**config.mk**
```make
export PLATFORM = sky130hd
export DESIGN_NAME = accel_serial_port
export DESIGN_NICKNAME = d
export VERILOG_FILES = /design/src/accel_port_pkg.sv /design/src/pin_sync.sv /design/src/sample_fifo.sv /design/src/accel_serial_port.sv
export SDC_FILE = /design/constraint.sdc
export NUM_CORES = 1
export LEC_CHECK = 0
export BUFFER_PORTS_ARGS = -buffer_cell sky130_fd_sc_hd__buf_2
export CORE_ASPECT_RATIO = 1.25
export CORE_UTILIZATION = 50
export CTS_CLUSTER_DIAMETER = 200
export CTS_CLUSTER_SIZE = 12
export DETAILED_ROUTE_END_ITERATION = 7
export PLACE_DENSITY = 0.67
export SLEW_MARGIN = 20
export SYNTH_ARGS = -nofsm -noshare
export SYNTH_HDL_FRONTEND = slang
export SYNTH_SLANG_ARGS = --single-unit
```
**constraint.sdc**
```tcl
create_clock -name clock -period 7.8 [get_ports clock]
set_input_delay 1.17 -clock clock [delete_from_list [all_inputs] [get_ports clock]]
set_output_delay 1.17 -clock clock [all_outputs]
set_load 0.01 [all_outputs]
```
**src/accel_port_pkg.sv**
```systemverilog
// Shared constants, field positions and carrier types of the accelerometer serial port.
package accel_port_pkg;

    // ------------------------------------------------------------------
    // Result formats
    // ------------------------------------------------------------------
    localparam int ACC_BITS        = 12;
    localparam int TEMP_BITS       = 10;
    localparam int FRAME_CLOCKS    = 16;
    localparam int CTRL_BITS       = 8;
    localparam logic [11:0] ACC_MIDPOINT    = 12'h800;
    localparam logic [11:0] ACC_PLUS_5G     = 12'hd00;
    localparam logic [11:0] ACC_MINUS_5G    = 12'h300;
    localparam logic [11:0] ACC_SHUTDOWN    = 12'h000;
    localparam logic [11:0] SELFTEST_DELTA  = 12'h0cd;

    // ------------------------------------------------------------------
    // Control word field positions and reset values
    // ------------------------------------------------------------------
    localparam int CTRL_AXIS_POS      = 3;
    localparam int CTRL_POWER_POS     = 0;
    localparam logic [7:0] CTRL_RESET = 8'h04;
    localparam logic [7:0] TCTRL_RESET = 8'h00;

    // ------------------------------------------------------------------
    // Frame timing in serial clock edges
    // ------------------------------------------------------------------
    localparam logic [3:0] CAPTURE_EDGE_IDX = 4'h1;
    localparam logic [3:0] CTRL_LAST_IDX    = 4'h7;
    localparam logic [3:0] LAST_EDGE_IDX    = 4'hf;
    localparam logic [3:0] TEMP_LAST_FALL   = 4'ha;
    localparam logic [3:0] ACC_LEAD_ZEROS   = 4'h4;

    // ------------------------------------------------------------------
    // Types
    // ------------------------------------------------------------------
    typedef enum logic [1:0] {
        PORT_IDLE  = 2'b00,
        PORT_ACCEL = 2'b01,
        PORT_TEMP  = 2'b10
    } port_state_e;

    typedef struct packed {
        logic [11:0] x_code;
        logic [11:0] y_code;
    } sample_s;

    localparam int SAMPLE_W = $bits(sample_s);

endpackage

```
**src/pin_sync.sv**
```systemverilog
// Two-stage synchroniser for a group of pin inputs.
`timescale 1ns/1ps
`default_nettype none
module pin_sync #(
    parameter int               WIDTH = 1,
    parameter logic [WIDTH-1:0] IDLE  = '1
) (
    input  wire logic             clock,
    input  wire logic             rst_n,
    input  wire logic [WIDTH-1:0] pins,
    output logic      [WIDTH-1:0] synced
);

    logic [WIDTH-1:0] stage1;

    // The first stage feeds only the second stage to contain metastability.
    // Reset loads each pin's idle level, so no false edge follows reset.
    always_ff @(posedge clock)
    begin
        if (!rst_n)
        begin
            stage1 <= IDLE;
            synced <= IDLE;
        end
        else
        begin
            stage1 <= pins;
            synced <= stage1;
        end
    end

endmodule
`default_nettype wire

```
**src/sample_fifo.sv**
```systemverilog
// Small synchronous FIFO with valid and ready on both sides.
`timescale 1ns/1ps
`default_nettype none
module sample_fifo #(
    parameter int WIDTH = 24,
    parameter int DEPTH = 8
) (
    input  wire logic             clock,
    input  wire logic             rst_n,
    input  wire logic             in_valid,
    output logic                  in_ready,
    input  wire logic [WIDTH-1:0] in_data,
    output logic                  out_valid,
    input  wire logic             out_ready,
    output logic      [WIDTH-1:0] out_data
);

    localparam int AW = $clog2(DEPTH);

    initial
    begin
        if (DEPTH < 2 || (1 << AW) != DEPTH)
            $error("sample_fifo: DEPTH must be a power of two, at least 2");
    end

    logic [WIDTH-1:0] mem [DEPTH];
    logic [AW-1:0]    wr_ptr;
    logic [AW-1:0]    rd_ptr;
    logic [AW:0]      count;
    logic             push;
    logic             pop;
    logic [AW:0]      next_count;

    // Handshakes and the occupancy after this cycle.
    assign push      = in_valid && in_ready;
    assign pop       = out_valid && out_ready;
    assign out_valid = (count != '0);
    assign out_data  = mem[rd_ptr];
    assign next_count = count + {{AW{1'b0}}, push} - {{AW{1'b0}}, pop};

    // Storage writes.
    always_ff @(posedge clock)
    begin
        if (push)
            mem[wr_ptr] <= in_data;
    end

    // Pointers, count and a registered ready so the source sees a clean level.
    always_ff @(posedge clock)
    begin
        if (!rst_n)
        begin
            wr_ptr   <= '0;
            rd_ptr   <= '0;
            count    <= '0;
            in_ready <= 1'b0;
        end
        else
        begin
            if (push)
                wr_ptr <= wr_ptr + 1'b1;
            if (pop)
                rd_ptr <= rd_ptr + 1'b1;
            count    <= next_count;
            in_ready <= (next_count != DEPTH[AW:0]);
        end
    end

endmodule
`default_nettype wire

```
**src/accel_serial_port.sv**
```systemverilog
// Serial port of a dual-axis accelerometer with a temperature sensor read path.
//
// Notes on behaviour
// - Accelerometer results are 12-bit offset binary, zero g at the midpoint code.
// - Scale is 256 codes per g; plus and minus five g read 0xd00 and 0x300.
// - Accelerometer select falling edge starts a conversion and a framed result transfer.
// - The sample is taken on the second rising serial clock after select falls.
// - A conversion takes 16 serial clocks; the master supplies all of them.
// - Accelerometer select rising releases the data-out driver.
// - Select held low after 16 clocks starts the next conversion directly.
// - Control bit 3 selects the axis: 0 is x, 1 is y.
// - Control bit 0 set to 1 shuts down, 0 runs normally.
// - Control register contents are kept throughout shutdown.
// - An axis change or entering shutdown takes effect as soon as the control register updates.
// - Leaving shutdown happens on the 16th rising serial clock of that frame.
// - Temperature frame sends a leading zero then ten result bits in 16 clocks.
// - After the last temperature bit data-out holds until select rises, then floats.
// - Data-in enters the temperature control register on the first eight rising clocks of the frame.
// - Data-out changes on falling serial clock edges.
// - Accelerometer control bits enter on rising serial clock edges.
// - Temperature result is 10-bit twos complement, 0.25 degree per code.
`timescale 1ns/1ps
`default_nettype none
module accel_serial_port #(
    parameter int FIFO_DEPTH = 8
) (
    input  wire logic                        clock,
    input  wire logic                        rst_n,
    input  wire logic                        acc_frame_select_n,
    input  wire logic                        temp_frame_select_n,
    input  wire logic                        sclk,
    input  wire logic                        din,
    output logic                             dout,
    output logic                             dout_oe,
    input  wire logic                        selftest_in,
    input  wire logic                        sample_valid,
    output logic                             sample_ready,
    input  wire accel_port_pkg::sample_s     sample_data,
    input  wire logic [9:0]                  temp_code,
    output logic                             power_down,
    output logic                             axis_y,
    output logic [7:0]                       temp_control
);

    initial
    begin
        if (FIFO_DEPTH < 2)
            $error("accel_serial_port: FIFO_DEPTH must be at least 2");
    end

    // ------------------------------------------------------------------
    // Pin synchronisation and edge detection
    // ------------------------------------------------------------------
    logic [4:0] pins_sync;
    logic       cs_n_s;
    logic       tcs_n_s;
    logic       sclk_s;
    logic       din_s;
    logic       st_s;
    logic       cs_n_d;
    logic       tcs_n_d;
    logic       sclk_d;
    logic       cs_fall;
    logic       cs_rise;
    logic       tcs_fall;
    logic       tcs_rise;
    logic       sclk_rise;
    logic       sclk_fall;

    pin_sync #(
        .WIDTH (5),
        .IDLE  (5'b00011)
    ) u_pin_sync (
        .clock  (clock),
        .rst_n  (rst_n),
        .pins   ({selftest_in, din, sclk, temp_frame_select_n, acc_frame_select_n}),
        .synced (pins_sync)
    );

    assign {st_s, din_s, sclk_s, tcs_n_s, cs_n_s} = pins_sync;

    // Previous values of the synchronised pins for edge detection.
    always_ff @(posedge clock)
    begin
        if (!rst_n)
        begin
            cs_n_d  <= 1'b1;
            tcs_n_d <= 1'b1;
            sclk_d  <= 1'b0;
        end
        else
        begin
            cs_n_d  <= cs_n_s;
            tcs_n_d <= tcs_n_s;
            sclk_d  <= sclk_s;
        end
    end

    // Edges seen on the synchronised copies only.
    assign cs_fall   = cs_n_d && !cs_n_s;
    assign cs_rise   = !cs_n_d && cs_n_s;
    assign tcs_fall  = tcs_n_d && !tcs_n_s;
    assign tcs_rise  = !tcs_n_d && tcs_n_s;
    assign sclk_rise = !sclk_d && sclk_s;
    assign sclk_fall = sclk_d && !sclk_s;

    // ------------------------------------------------------------------
    // Frame state
    // ------------------------------------------------------------------
    accel_port_pkg::port_state_e state;
    accel_port_pkg::port_state_e next_state;

    // Accelerometer select wins if a misbehaving master lowers both at once.
    // select exclusivity
    always_comb
    begin
        next_state = state;
        unique case (state)
            accel_port_pkg::PORT_IDLE:
            begin
                if (cs_fall)
                    next_state = accel_port_pkg::PORT_ACCEL;
                else if (tcs_fall)
                    next_state = accel_port_pkg::PORT_TEMP;
            end
            accel_port_pkg::PORT_ACCEL:
            begin
                if (cs_rise)
                    next_state = accel_port_pkg::PORT_IDLE;
            end
            accel_port_pkg::PORT_TEMP:
            begin
                if (tcs_rise)
                    next_state = accel_port_pkg::PORT_IDLE;
            end
            default:
                next_state = accel_port_pkg::PORT_IDLE;
        endcase
    end

    // State register.
    always_ff @(posedge clock)
    begin
        if (!rst_n)
            state <= accel_port_pkg::PORT_IDLE;
        else
            state <= next_state;
    end

    logic in_acc;
    logic in_temp;
    assign in_acc  = (state == accel_port_pkg::PORT_ACCEL) && !cs_rise;
    assign in_temp = (state == accel_port_pkg::PORT_TEMP) && !tcs_rise;

    // ------------------------------------------------------------------
    // Serial clock counters
    // ------------------------------------------------------------------
    logic [3:0] rise_cnt;
    logic [3:0] fall_cnt;

    // Both counters wrap at 16, so a held select rolls into the next frame.
    // sixteen-clock conversion
    always_ff @(posedge clock)
    begin
        if (!rst_n)
        begin
            rise_cnt <= 4'h0;
            fall_cnt <= 4'h0;
        end
        else if ((cs_fall || tcs_fall) && state == accel_port_pkg::PORT_IDLE)
        begin
            rise_cnt <= 4'h0;
            fall_cnt <= 4'h0;
        end
        else if (in_acc || in_temp)
        begin
            if (sclk_rise)
                rise_cnt <= rise_cnt + 4'h1;
            if (sclk_fall)
                fall_cnt <= fall_cnt + 4'h1;
        end
    end

    // ------------------------------------------------------------------
    // Sample buffer from the sensing front end
    // ------------------------------------------------------------------
    logic                    fifo_valid;
    logic                    fifo_pop;
    accel_port_pkg::sample_s fifo_data;
    logic                    capture;

    sample_fifo #(
        .WIDTH (accel_port_pkg::SAMPLE_W),
        .DEPTH (FIFO_DEPTH)
    ) u_sample_fifo (
        .clock     (clock),
        .rst_n     (rst_n),
        .in_valid  (sample_valid),
        .in_ready  (sample_ready),
        .in_data   (sample_data),
        .out_valid (fifo_valid),
        .out_ready (fifo_pop),
        .out_data  (fifo_data)
    );

    assign capture  = in_acc && sclk_rise && (rise_cnt == accel_port_pkg::CAPTURE_EDGE_IDX);
    assign fifo_pop = capture && !power_down;

    // ------------------------------------------------------------------
    // Control register
    // ------------------------------------------------------------------
    logic [7:0] ctrl_shift;
    logic [7:0] control;
    logic [7:0] new_word;
    logic       wake_pending;

    assign new_word = {ctrl_shift[6:0], din_s};

    // Control bits shift in MSB first on rising edges of the first eight clocks.
    // rising edge capture
    always_ff @(posedge clock)
    begin
        if (!rst_n)
            ctrl_shift <= 8'h00;
        else if (in_acc && sclk_rise && rise_cnt <= accel_port_pkg::CTRL_LAST_IDX)
            ctrl_shift <= new_word;
    end

    // The word lands after the eighth clock; power-down applies at once, waking
    // waits for the sixteenth clock. The reserved bits are stored but unused.
    // reserved bits ignored
    always_ff @(posedge clock)
    begin
        if (!rst_n)
        begin
            control      <= accel_port_pkg::CTRL_RESET;
            power_down   <= 1'b0;
            axis_y       <= 1'b0;
            wake_pending <= 1'b0;
        end
        else if (in_acc && sclk_rise)
        begin
            if (rise_cnt == accel_port_pkg::CTRL_LAST_IDX)
            begin
                control <= new_word;
                axis_y  <= new_word[accel_port_pkg::CTRL_AXIS_POS];
                if (new_word[accel_port_pkg::CTRL_POWER_POS])
                begin
                    power_down   <= 1'b1;
                    wake_pending <= 1'b0;
                end
                else
                    wake_pending <= power_down;
            end
            else if (rise_cnt == accel_port_pkg::LAST_EDGE_IDX && wake_pending)
            begin
                power_down   <= 1'b0;
                wake_pending <= 1'b0;
            end
        end
        else if (cs_rise)
            wake_pending <= 1'b0;
    end

    // ------------------------------------------------------------------
    // Accelerometer result
    // ------------------------------------------------------------------
    logic [11:0] last_x;
    logic [11:0] last_y;
    logic [11:0] acc_result;
    logic [11:0] raw_code;

    // An empty buffer repeats the previous sample rather than stalling the frame.
    always_ff @(posedge clock)
    begin
        if (!rst_n)
        begin
            last_x <= accel_port_pkg::ACC_MIDPOINT;
            last_y <= accel_port_pkg::ACC_MIDPOINT;
        end
        else if (fifo_pop && fifo_valid)
        begin
            last_x <= fifo_data.x_code;
            last_y <= fifo_data.y_code;
        end
    end

    // Front-end codes are already offset binary at 256 codes per g; self-test
    // shifts them by a fixed step. A shut-down part reports zero.
    // offset binary result
    always_comb
    begin
        if (fifo_valid)
            raw_code = axis_y ? fifo_data.y_code : fifo_data.x_code;
        else
            raw_code = axis_y ? last_y : last_x;
        if (st_s)
            raw_code = raw_code + accel_port_pkg::SELFTEST_DELTA;
    end

    // Result register, loaded on the capture edge.
    always_ff @(posedge clock)
    begin
        if (!rst_n)
            acc_result <= accel_port_pkg::ACC_MIDPOINT;
        else if (capture)
            acc_result <= power_down ? accel_port_pkg::ACC_SHUTDOWN : raw_code;
    end

    // ------------------------------------------------------------------
    // Temperature path
    // ------------------------------------------------------------------
    logic [9:0] temp_latch;
    logic [7:0] temp_shift;

    // The reading is frozen at select so the frame stays self-consistent.
    // twos complement code
    always_ff @(posedge clock)
    begin
        if (!rst_n)
            temp_latch <= 10'h000;
        else if (tcs_fall && state == accel_port_pkg::PORT_IDLE && !cs_fall)
            temp_latch <= temp_code;
    end

    // Data-in is taken during the read; only the first eight bits are kept.
    // concurrent control write
    always_ff @(posedge clock)
    begin
        if (!rst_n)
        begin
            temp_shift   <= accel_port_pkg::TCTRL_RESET;
            temp_control <= accel_port_pkg::TCTRL_RESET;
        end
        else if (in_temp && sclk_rise && rise_cnt <= accel_port_pkg::CTRL_LAST_IDX)
        begin
            temp_shift <= {temp_shift[6:0], din_s};
            if (rise_cnt == accel_port_pkg::CTRL_LAST_IDX)
                temp_control <= {temp_shift[6:0], din_s};
        end
    end

    // ------------------------------------------------------------------
    // Data-out driver
    // ------------------------------------------------------------------
    logic [3:0] next_fall;
    logic [3:0] acc_idx;
    logic [3:0] temp_idx;
    assign next_fall = fall_cnt + 4'h1;
    assign acc_idx   = accel_port_pkg::LAST_EDGE_IDX - next_fall;
    assign temp_idx  = accel_port_pkg::TEMP_LAST_FALL - next_fall;

    // A frame opens with a zero bit; later bits move on falling edges only.
    // frame start
    always_ff @(posedge clock)
    begin
        if (!rst_n)
        begin
            dout    <= 1'b0;
            dout_oe <= 1'b0;
        end
        else if (cs_rise || (tcs_rise && state == accel_port_pkg::PORT_TEMP))
        begin
            dout    <= 1'b0;
            dout_oe <= 1'b0;
        end
        else if ((cs_fall || tcs_fall) && state == accel_port_pkg::PORT_IDLE)
        begin
            dout    <= 1'b0;
            dout_oe <= 1'b1;
        end
        else if (in_acc && sclk_fall)
        begin
            if (next_fall < accel_port_pkg::ACC_LEAD_ZEROS)
                dout <= 1'b0;
            else
                dout <= acc_result[acc_idx];
        end
        else if (in_temp && sclk_fall && fall_cnt < accel_port_pkg::TEMP_LAST_FALL)
            dout <= temp_latch[temp_idx];
    end

endmodule
`default_nettype wire

```
==> results of run 1 <==
==> cell usage in the layout (no fill, tap or decap), types with 19 or more instances in the layout <==
cell       count
nor2_1        57
buf_2         54
nor2b_1       35
mux4_1        19
nand2b_1      19
edfxtp_1     192
dfxtp_1      103
mux2i_1       39
nand2_1       49
mux4_2        40
clkbuf_16     29
==> cell type report <==
type                       instances  share of cell area [%]
multi-input combinational        458                    30.0
sequential                       298                    57.9
tap                              325                    2.99
timing repair buffer              67                    2.70
clock buffer                      47                    5.90
inverter                          16                   0.441
==> power breakdown <==
part           switching, W  internal, W
Sequential        0.0000169      0.00173
Combinational      0.000218     0.000166
Clock              0.000537     0.000691
Total              0.000772      0.00259
==> metal layers <==
metal,track usage (%),vias to the layer above,wire (um)
met1,22.6,3266,9280
met4,5.33,0,506
met2,32.0,114,11200
li1,-,3160,-
met5,0,-,0
met3,2.65,39,800
==> through the flow <==
| stage | total power, W | utilization (%) | hold slack [ns] | setup slack [ns] |
|---|---|---|---|---|
| 2_1_floorplan | 0.00206 | - | 0.386 | 3.69 |
| 3_3_place_gp | 0.00217 | 53.7 | 0.401 | 3.12 |
| 3_5_place_dp | 0.00217 | 53.7 | 0.396 | 3.07 |
| 4_1_cts | 0.00340 | 57.0 | 0.415 | 3.05 |
| 5_1_grt | 0.00349 | 57.0 | 0.439 | 2.64 |
| 6_report | 0.00336 | 57.0 | 0.411 | 3.06 |
==> kinds of logic (layout without fill, tap and decap cells) <==
logic type                 after synthesis  after routing
DFF                                    298            298
and+or+nand+nor                        241            241
muxes                                  118            118
AOI/OAI and AO/OA                       63             63
buffers and inverters                   58            130
xor gates and xnor gates                22             22
adders and majority gates               14             14
==> final timing paths <==
check | startpoint | to | slack [ns] | cells past startpoint
min reg2reg | u_pin_sync.stage1[1] | u_pin_sync.synced[1] | 0.41 | 1
max | cs_n_d | u_sample_fifo.in_ready | 3.06 | 13
max reg2reg | cs_n_d | u_sample_fifo.in_ready | 3.06 | 13
min | u_pin_sync.stage1[1] | u_pin_sync.synced[1] | 0.41 | 1
==> synth_stat cells, types with 7 or more instances <==
| library cell | count | area [sq um] |
|---|---|---|
| mux2_2 | 18 | 203 |
| mux4_2 | 40 | 901 |
| buf_2 | 9 | 45.0 |
| clkbuf_1 | 22 | 82.6 |
| edfxtp_1 | 192 | 5770 |
| mux2i_1 | 39 | 390 |
| o21ai_0 | 12 | 60.1 |
| xnor2_1 | 15 | 131 |
| nor3b_1 | 17 | 128 |
| a21boi_0 | 8 | 60.1 |
| nand2_1 | 49 | 184 |
| inv_1 | 15 | 56.3 |
| nor2_1 | 60 | 225 |
| dfxtp_1 | 106 | 2120 |
| mux4_1 | 19 | 499 |
| and2_1 | 18 | 113 |
| ha_1 | 12 | 150 |
| a21oi_1 | 10 | 50.1 |
| nor2b_1 | 35 | 219 |
| nand2b_1 | 19 | 119 |
| xor2_1 | 7 | 61.3 |
| nor3_1 | 7 | 35.0 |
| a22oi_1 | 7 | 52.6 |
| nand3_1 | 18 | 90.1 |
==> worst max-delay path: cells and delay by family (launching register included) <==
kind	cells	cell delay (ns)
AOI/OAI and AO/OA	1	0.40
adders and majority gates	3	0.97
buffers and inverters	4	0.79
DFF	1	0.35
and+or+nand+nor	5	2.09
==> sequential cells by signal, indices dropped and copies added (netlist names), 5 cells and up, named ones only <==
signal,cells
temp_latch,10
temp_control,8
u_sample_fifo.mem,192
last_x,12
acc_result,12
u_pin_sync.stage1,5
u_pin_sync.synced,5
temp_shift,7
last_y,12
==> results.py, run 1 <==
metrics = {
    "outcome": {
        "status": "complete, no violations",
    },
    "final_layout": {
        "multi_input_area_sq_mm": 0.00409,
        "syn_to_final_growth_pct": 11.4,
        "design_area_sq_mm": 0.0136,
        "final_cells": 1211,
        "seq_area_sq_mm": 0.00789,
        "drive_above_1_share_pct": 19.3,
        "nNetsFinal": 924,
        "antennaDiodeCount": 0,
        "fillers": 1880,
    },
    "detailed_routing": {
        "vias": 6579,
        "drtIter0Drc": 270,
        "firstDrtPassIters": 4,
        "drtAntennaViolNets": 0,
        "vias_per_cell": 5.43,
        "detail_route.wl_per_cell_um": 18.0,
        "route.detailed.drc": 0,
        "drt_wl_total_mm": 21.7,
    },
    "critical_path": {
        "max_stage_delay_ns": 0.73,
        "crit_chain": "nand2b_1, nand3_1, or4_1, nor2_1, nand2_1, inv_2, ha_1, inv_1, ha_1, inv_1, fa_1, inv_1, o41a_1",
        "cp_slowest_cell": "or4_1",
        "path_common_cell": "inv_1",
        "cp_max_fo": 28,
        "path_class": "flip-flop to flip-flop",
        "cp-end-kind": "flip-flop",
        "critPathArrivalTime_ns": 5.16,
        "cp-start-kind": "flip-flop",
        "required_ns": 8.22,
    },
    "global_route": {
        "track_usage_pct": 18.0,
        "grt_pass1_vias": 6534,
        "grt_max_degree": 93,
        "antenna_found_initial": 0,
        "gr-total-overflow": 0,
        "grt_first_pass_wirelength_mm": 34.6,
    },
    "timing": {
        "finClkSkew_ns": 0.0130,
        "finalMaxSlewViolations": 0,
        "setup_viol": 0,
        "relSlewSlack_pct": 41.8,
        "worstMarginPinSlew_ns": 0.871,
        "hold_viol": 0,
        "finalSetupTns_ns": 0,
        "period_share_pct": 60.8,
        "rsz0062_at_grt": "no",
        "period_minus_slack_ns": 4.74,
        "fmax_ghz": 0.211,
    },
    "placed_design": {
        "io_buffers": 54,
        "place_area_sq_mm": 0.0128,
        "dpl.cell_count": 1164,
        "gp_congestion": 0.824,
        "hpwlAfterDp_mm": 13.1,
    },
    "power": {
        "peakVddDrop_v": 0.000174,
        "p_leak_nw": 4.71,
        "power-per-cell-area_mw_per_mm2": 247,
    },
    "logic_synthesis": {
        "synth_cell_type_count": 56,
        "yosysWarnings": 0,
        "synthXorXnorAreaFrac_pct": 1.58,
        "synth-async-reset-ratio_pct": 0,
        "synthAdderAreaFrac_pct": 1.47,
        "seq_area_frac_synth_pct": 64.5,
        "synthSimpleGateAreaFrac_pct": 10.1,
        "synth-seq-cells": 298,
        "netlist_area_sq_mm": 0.0122,
        "synth_mux_area_share_pct": 16.5,
        "synth_top_family_by_area": "multiplexers",
        "synth_compound_area_share_pct": 3.56,
        "synth_edf_count": 192,
        "synth_ff_type": "edfxtp_1",
        "syn_inst": 814,
        "syn_nets": 869,
        "syn_avg_cell_area_sq_um": 15.0,
    },
    "die": {
        "rows": 63,
        "ios": 55,
        "die_x_um": 142,
        "dieHeight_um": 177,
        "core_area_sq_mm": 0.0239,
        "design.die.area_sq_mm": 0.0251,
        "start_util_pct": 51.2,
    },
    "clock_network": {
        "numCtsBuffers": 28,
        "cts_tree": "built",
        "post-cts-setup-buffers": 0,
        "clkTransAtPathRegs_ns": 0.06,
        "cts-htree-levels": 1,
        "cts_max_path_buffers": 3,
        "hold_buffers": 0,
        "cts_root_buf": "clkbuf_16",
        "cts_resized": 0,
        "clk-insertion-delay-late_ns": 0.54,
        "cts.sinks": 298,
    },
    "hold_path": {
        "min_path_type": "flip-flop to flip-flop",
    },
    "run": {
        "drv_cap": 0,
    },
}
Note: power is estimated with default switching activity, not from simulation.
==> run 2: changes to the inputs <==
--- a/config.mk
+++ b/config.mk
@@ -5,13 +5,14 @@
 export SDC_FILE = /design/constraint.sdc
 export NUM_CORES = 1
 export LEC_CHECK = 0
+export ABC_AREA = 1
 export BUFFER_PORTS_ARGS = -buffer_cell sky130_fd_sc_hd__buf_2
 export CORE_ASPECT_RATIO = 1.25
 export CORE_UTILIZATION = 50
 export CTS_CLUSTER_DIAMETER = 200
 export CTS_CLUSTER_SIZE = 12
 export DETAILED_ROUTE_END_ITERATION = 7
-export PLACE_DENSITY = 0.67
+export PLACE_DENSITY = 0.69
 export SLEW_MARGIN = 20
 export SYNTH_ARGS = -nofsm -noshare
 export SYNTH_HDL_FRONTEND = slang
==> constraint.sdc (replaced) <==
create_clock -name clock -period 3.9 [get_ports clock]
set_input_delay 0.585 -clock clock [delete_from_list [all_inputs] [get_ports clock]]
set_output_delay 0.585 -clock clock [all_outputs]
set_load 0.01 [all_outputs]
==> results.py, run 2 <==
metrics = {
    "logic_synthesis": {
        "synthTopCellsByCount": "nand2_1, edfxtp_1, nor2_1",
        "syn_nets": 1411,
        "synth_ff_type": "edfxtp_1",
        "synth-seq-cells": 298,
        "synth_top_cells_by_area": "edfxtp_1, dfxtp_1, nand2_1",
        "syn_inst": 1356,
        "synth-async-reset-ratio_pct": 0,
        "synth_edf_count": 192,
        "synth_top_cell_by_area": "edfxtp_1",
        "syn_avg_cell_area_sq_um": 9.42,
        "yosysWarnings": 0,
        "synth_top_area_share_pct": 45.1,
        "netlist_area_sq_mm": 0.0128,
        "synth_most_common_cell": "nand2_1",
        "synth_cell_type_count": 44,
        "seq_area_frac_synth_pct": 61.7,
    },
    "final_layout": {
        "largest_reg_flops": 192,
        "final_common_cell": "nand2_1",
        "final_cell_mix": "nand2_1, edfxtp_1, nor2_1",
        "fillers": 2147,
        "design_area_sq_mm": 0.0141,
        "top_register": "u_sample_fifo.mem",
        "syn_to_final_growth_pct": 10.6,
        "nNetsFinal": 1452,
        "antennaDiodeCount": 0,
        "drive_above_1_share_pct": 10.5,
        "final_cells": 1750,
    },
    "critical_path": {
        "critical_path_buf_inv_count": 7,
        "path_class": "flip-flop to flip-flop",
        "startpoint": "state[0]",
        "rrSetupSlack_ns": 0.77,
        "cp_max_fo": 13,
        "rr_endpoint": "u_sample_fifo.in_ready",
        "critPathCapture": "u_sample_fifo.in_ready",
        "rr_worst_depth": 20,
        "worstSetupPathDepth": 20,
        "required_ns": 4.33,
        "cp-end-kind": "flip-flop",
        "critPathArrivalTime_ns": 3.56,
        "cp_slowest_cell": "fa_1",
        "r2r-start": "state[0]",
        "crit_chain": "inv_1, nor3_2, inv_2, nor2_4, inv_2, nor2_4, nand3_4, nor2_4, inv_2, nor2_4, ha_1, inv_1, ha_1, inv_1, fa_1, xnor2_1, nor3_1, nand2_1, nand2_1, inv_1",
        "cp-start-kind": "flip-flop",
        "max_stage_delay_ns": 0.37,
        "crit_family": "simple AND/OR/NAND/NOR gates",
    },
    "detailed_routing": {
        "drtAntennaViolNets": 0,
        "drt_wl_total_mm": 27.6,
        "route.detailed.drc": 4,
        "drtIter0Drc": 607,
        "firstDrtPassIters": 8,
        "vias": 9117,
        "detail_route.wl_per_cell_um": 15.7,
        "vias_per_cell": 5.21,
    },
    "timing": {
        "whs_ns": 0.235,
        "hold_viol": 0,
        "rsz0062_at_grt": "no",
        "period_minus_slack_ns": 3.13,
        "worstMarginPinSlew_ns": 0.701,
        "setup_viol": 0,
        "finClkSkew_ns": 0.0203,
        "finalSetupTns_ns": 0,
        "finalMaxSlewViolations": 0,
        "period_share_pct": 80.3,
        "fmax_ghz": 0.319,
        "relSlewSlack_pct": 53.2,
    },
    "global_route": {
        "grt_max_degree": 103,
        "gr-total-overflow": 0,
        "grt_first_pass_wirelength_mm": 44.9,
        "antenna_found_initial": 0,
        "track_usage_pct": 21.3,
        "grt_pass1_vias": 8636,
    },
    "clock_network": {
        "hold_buffers": 0,
        "clk-insertion-delay-late_ns": 0.54,
        "cts.sinks": 298,
        "clkTransAtPathRegs_ns": 0.06,
        "cts_tree": "built",
        "cts_resized": 0,
        "numCtsBuffers": 28,
        "cts_root_buf": "clkbuf_16",
        "cts-htree-levels": 1,
        "cts_max_path_buffers": 3,
        "post-cts-setup-buffers": 0,
    },
    "die": {
        "dieHeight_um": 181,
        "rows": 65,
        "design.die.area_sq_mm": 0.0262,
        "die_x_um": 145,
        "core_area_sq_mm": 0.0251,
        "start_util_pct": 50.8,
        "ios": 55,
    },
    "run": {
        "drv_cap": 0,
    },
    "power": {
        "power-per-cell-area_mw_per_mm2": 486,
        "total_power_w": 0.00686,
        "p_leak_nw": 5.54,
        "peakVddDrop_v": 0.000378,
    },
    "placed_design": {
        "gp_congestion": 0.849,
        "io_buffers": 54,
        "hpwlAfterDp_mm": 16.6,
        "place_area_sq_mm": 0.0133,
        "dpl.cell_count": 1702,
    },
    "hold_path": {
        "min_path_type": "input port to flip-flop",
    },
    "outcome": {
        "status": "finished, violations left",
        "failed_checks": "DRC",
    },
}
run 2: how the worst min path moves through the flow:
stage / from / endpoint / slack [ns] / depth (start not counted)
final: selftest_in / u_pin_sync.stage1[4] / 0.23 / 3
after floorplan: u_pin_sync.stage1[2] / u_pin_sync.synced[2] / 0.39 / 2
after global placement: u_pin_sync.stage1[3] / u_pin_sync.synced[3] / 0.40 / 2
after global routing: temp_frame_select_n / u_pin_sync.stage1[1] / 0.23 / 2
after detailed placement: u_pin_sync.stage1[0] / u_pin_sync.synced[0] / 0.40 / 1
after CTS: temp_frame_select_n / u_pin_sync.stage1[1] / 0.23 / 2
run 2: cell type report:
type                            instances  area, sq um  area share (%)
Sequential cell                       298         7890            55.8
Multi-Input combinational cell        855         4050            28.7
Clock buffer                           48          807            5.71
Inverter                              140          528            3.74
Timing Repair Buffer                   74          433            3.06
Tap cell                              335          419            2.97
run 2: report_power, final:
part	switching (W)	internal [W]
Combinational	0.000611	0.000280
Sequential	0.0000337	0.00347
Clock	0.00108	0.00139
run 2: cell families (layout without fill, tap and decap cells):
| kind of cell | after synthesis | after routing | synth area share, % |
|---|---|---|---|
| and+or+nand+nor | 605 | 605 | 19.7 |
| DFF | 298 | 298 | 61.7 |
| AOI/OAI and AO/OA | 229 | 229 | 9.96 |
| buffers and inverters | 203 | 262 | 6.70 |
| adders and majority gates | 13 | 13 | 1.33 |
| xor gates and xnor gates | 8 | 8 | 0.548 |
run 2: worst reg2reg max path, stage by stage, from the launching register on:
cell,delay (ns)
dfxtp_1,0.34
inv_1,0.07
nor3_2,0.21
inv_2,0.08
nor2_4,0.12
inv_2,0.07
nor2_4,0.15
nand3_4,0.18
nor2_4,0.30
inv_2,0.08
nor2_4,0.09
ha_1,0.23
inv_1,0.06
ha_1,0.15
inv_1,0.05
fa_1,0.37
xnor2_1,0.15
nor3_1,0.17
nand2_1,0.07
nand2_1,0.06
inv_1,0.04
run 2: metrics by stage:
step	worst slack [ns]	util [%]
floorplan	1.03	-
global placement	0.842	53.0
detailed placement	0.757	53.0
CTS	0.765	56.2
global route	0.469	56.2
finish	0.767	56.2
run 2: routing by layer:
layer  track usage (%)  up-vias  share of wire, %
li1                  -     4596                 -
met1              28.2     4247                43
met2              36.4      222                49
met3              2.93       52               5.6
met4              6.13        0               2.3
met5                 0        -                 0
==> run 3: changes to the inputs <==
==> constraint.sdc (replaced) <==
create_clock -name clock -period 2.6 [get_ports clock]
set_input_delay 0.39 -clock clock [delete_from_list [all_inputs] [get_ports clock]]
set_output_delay 0.39 -clock clock [all_outputs]
set_load 0.01 [all_outputs]
==> results.py, run 3 (synthesis results as in run 2) <==
metrics = {
    "global_route": {
        "grt_pass1_vias": 8891,
        "grt_first_pass_wirelength_mm": 44.8,
        "track_usage_pct": 21.1,
        "grt_max_degree": 63,
        "antenna_found_initial": 0,
        "gr-total-overflow": 0,
    },
    "power": {
        "total_power_w": 0.0104,
        "power-per-cell-area_mw_per_mm2": 715,
        "peakVddDrop_v": 0.000593,
        "p_leak_nw": 5.72,
    },
    "critical_path": {
        "rr_endpoint": "u_sample_fifo.in_ready",
        "rrSetupSlack_ns": 0.03,
        "r2r-start": "u_pin_sync.synced[0]",
        "cp-end-kind": "flip-flop",
        "rr_worst_depth": 21,
        "cp_slowest_cell": "fa_2",
        "crit_chain": "inv_2, nor2_4, nor3_4, inv_2, nor2_4, inv_2, nor2_4, nand3_4, nor2_4, inv_2, nor2_4, ha_4, inv_4, ha_4, inv_2, fa_2, xnor2_2, nor3_1, nand2_1, nand2_1, inv_1",
        "critPathArrivalTime_ns": 3.01,
        "path_class": "flip-flop to flip-flop",
        "max_stage_delay_ns": 0.34,
        "cp_max_fo": 2,
        "cp-start-kind": "flip-flop",
        "required_ns": 3.03,
    },
    "timing": {
        "finalMaxSlewViolations": 0,
        "period_share_pct": 98.9,
        "worstMarginPinSlew_ns": 0.614,
        "relSlewSlack_pct": 58.9,
        "setup_viol": 0,
        "hold_viol": 0,
        "finalSetupTns_ns": 0,
        "rsz0062_at_grt": "yes",
        "fin_ws_ns": 0.0278,
        "period_minus_slack_ns": 2.57,
        "fmax_ghz": 0.389,
        "finClkSkew_ns": 0.00756,
    },
    "detailed_routing": {
        "drt_wl_total_mm": 27.5,
        "vias": 9245,
        "vias_per_cell": 5.19,
        "firstDrtPassIters": 7,
        "detail_route.wl_per_cell_um": 15.4,
        "drtIter0Drc": 544,
        "route.detailed.drc": 2,
        "drtAntennaViolNets": 0,
    },
    "final_layout": {
        "multi_input_area_sq_mm": 0.00410,
        "nNetsFinal": 1483,
        "final_common_cell": "nand2_1",
        "largest_reg_flops": 192,
        "fillers": 2114,
        "top_register": "u_sample_fifo.mem",
        "antennaDiodeCount": 0,
        "syn_to_final_growth_pct": 13.4,
        "drive_above_1_share_pct": 13.2,
        "design_area_sq_mm": 0.0145,
        "final_cell_mix": "nand2_1, edfxtp_1, nor2_1",
        "seq_area_sq_mm": 0.00790,
    },
    "clock_network": {
        "cts.sinks": 298,
        "clk-insertion-delay-late_ns": 0.54,
        "cts_tree": "built",
        "cts_max_path_buffers": 3,
        "cts_root_buf": "clkbuf_16",
        "hold_buffers": 0,
        "cts-htree-levels": 1,
        "numCtsBuffers": 28,
        "clkTransAtPathRegs_ns": 0.06,
    },
    "placed_design": {
        "io_buffers": 54,
        "place_area_sq_mm": 0.0136,
        "gp_congestion": 0.852,
        "pre_cts_ws_ns": -0.0346,
        "hpwlAfterDp_mm": 17.0,
    },
    "die": {
        "start_util_pct": 50.8,
        "rows": 65,
        "die_x_um": 145,
        "dieHeight_um": 181,
        "ios": 55,
        "design.die.area_sq_mm": 0.0262,
        "core_area_sq_mm": 0.0251,
    },
    "hold_path": {
        "hold_depth": 3,
        "min_path_type": "input port to flip-flop",
        "hp-start": "din",
        "holdPathEnd": "u_pin_sync.stage1[3]",
    },
    "outcome": {
        "failed_checks": "DRC",
        "status": "finished, violations left",
    },
    "run": {
        "drv_cap": 0,
    },
}
run 3: cell types whose count changed in the layout (fill, tap and decap cells not counted), moves of 2 or more:
| cell | change |
|---|---|
| dfxtp_1 | -3 |
| inv_4 | +2 |
| ha_1 | -2 |
| ha_4 | +2 |
| buf_4 | +27 |
| dfxtp_2 | +2 |
| inv_1 | -3 |
| buf_12 | +3 |
run 3: worst max-delay path by stage:
stage / start / cells past startpoint / to
after CTS: state[0] / 20 / u_sample_fifo.in_ready
after detailed placement: state[0] / 20 / u_sample_fifo.in_ready
after global placement: state[0] / 20 / u_sample_fifo.in_ready
final: u_pin_sync.synced[0] / 21 / u_sample_fifo.in_ready
after global routing: u_pin_sync.synced[0] / 21 / u_sample_fifo.in_ready
after floorplan: u_pin_sync.synced[0] / 22 / u_sample_fifo.in_ready
run 3: power by group:
part | internal [W] | switching (W)
combinational | 0.000458 | 0.000943
clock | 0.00209 | 0.00163
sequential | 0.00520 | 0.0000479
run 3: worst max-delay path, delay by kind of cell, from the launching register on:
kind | cells | cell delay (ns)
simple gates | 10 | 0.94
fa+ha+maj | 3 | 0.68
xor+xnor | 1 | 0.14
flops | 1 | 0.31
buf+inv | 7 | 0.37
run 3: per-layer routing:
metal	routed length, um	share of wire [%]	up-vias	GRT usage (%)
met1	12000	43	4311	26.6
met5	0	0	-	0
met2	13700	50	225	37.3
met3	1100	4.0	51	2.55
met4	720	2.6	0	7.32
li1	-	-	4658	-
run 3: layout make-up:
| type | count | share of cell area [%] |
|---|---|---|
| Clock buffer | 49 | 5.60 |
| Inverter | 140 | 3.68 |
| Multi-Input combinational cell | 855 | 28.3 |
| Sequential cell | 298 | 54.5 |
| Tap cell | 335 | 2.89 |
| Timing Repair Buffer | 105 | 4.98 |
run 3: repair_timing:
action                                  in CTS  in global routing
pin swaps                                    0                  1
endpoints found under the setup margin       1                  8
cloned                                       0                  1
setup buffers                                0                  5
resized for setup                            3                  6
run 3: metrics by stage:
stage | utilization [%] | hold slack [ns] | std cells
5_1_grt | 57.6 | 0.0376 | 1782
3_5_place_dp | 54.0 | 0.406 | 1727
2_1_floorplan | - | 0.390 | 1356
6_report | 57.6 | 0.0412 | 1782
3_3_place_gp | 54.0 | 0.404 | 1727
4_1_cts | 57.3 | 0.0202 | 1776
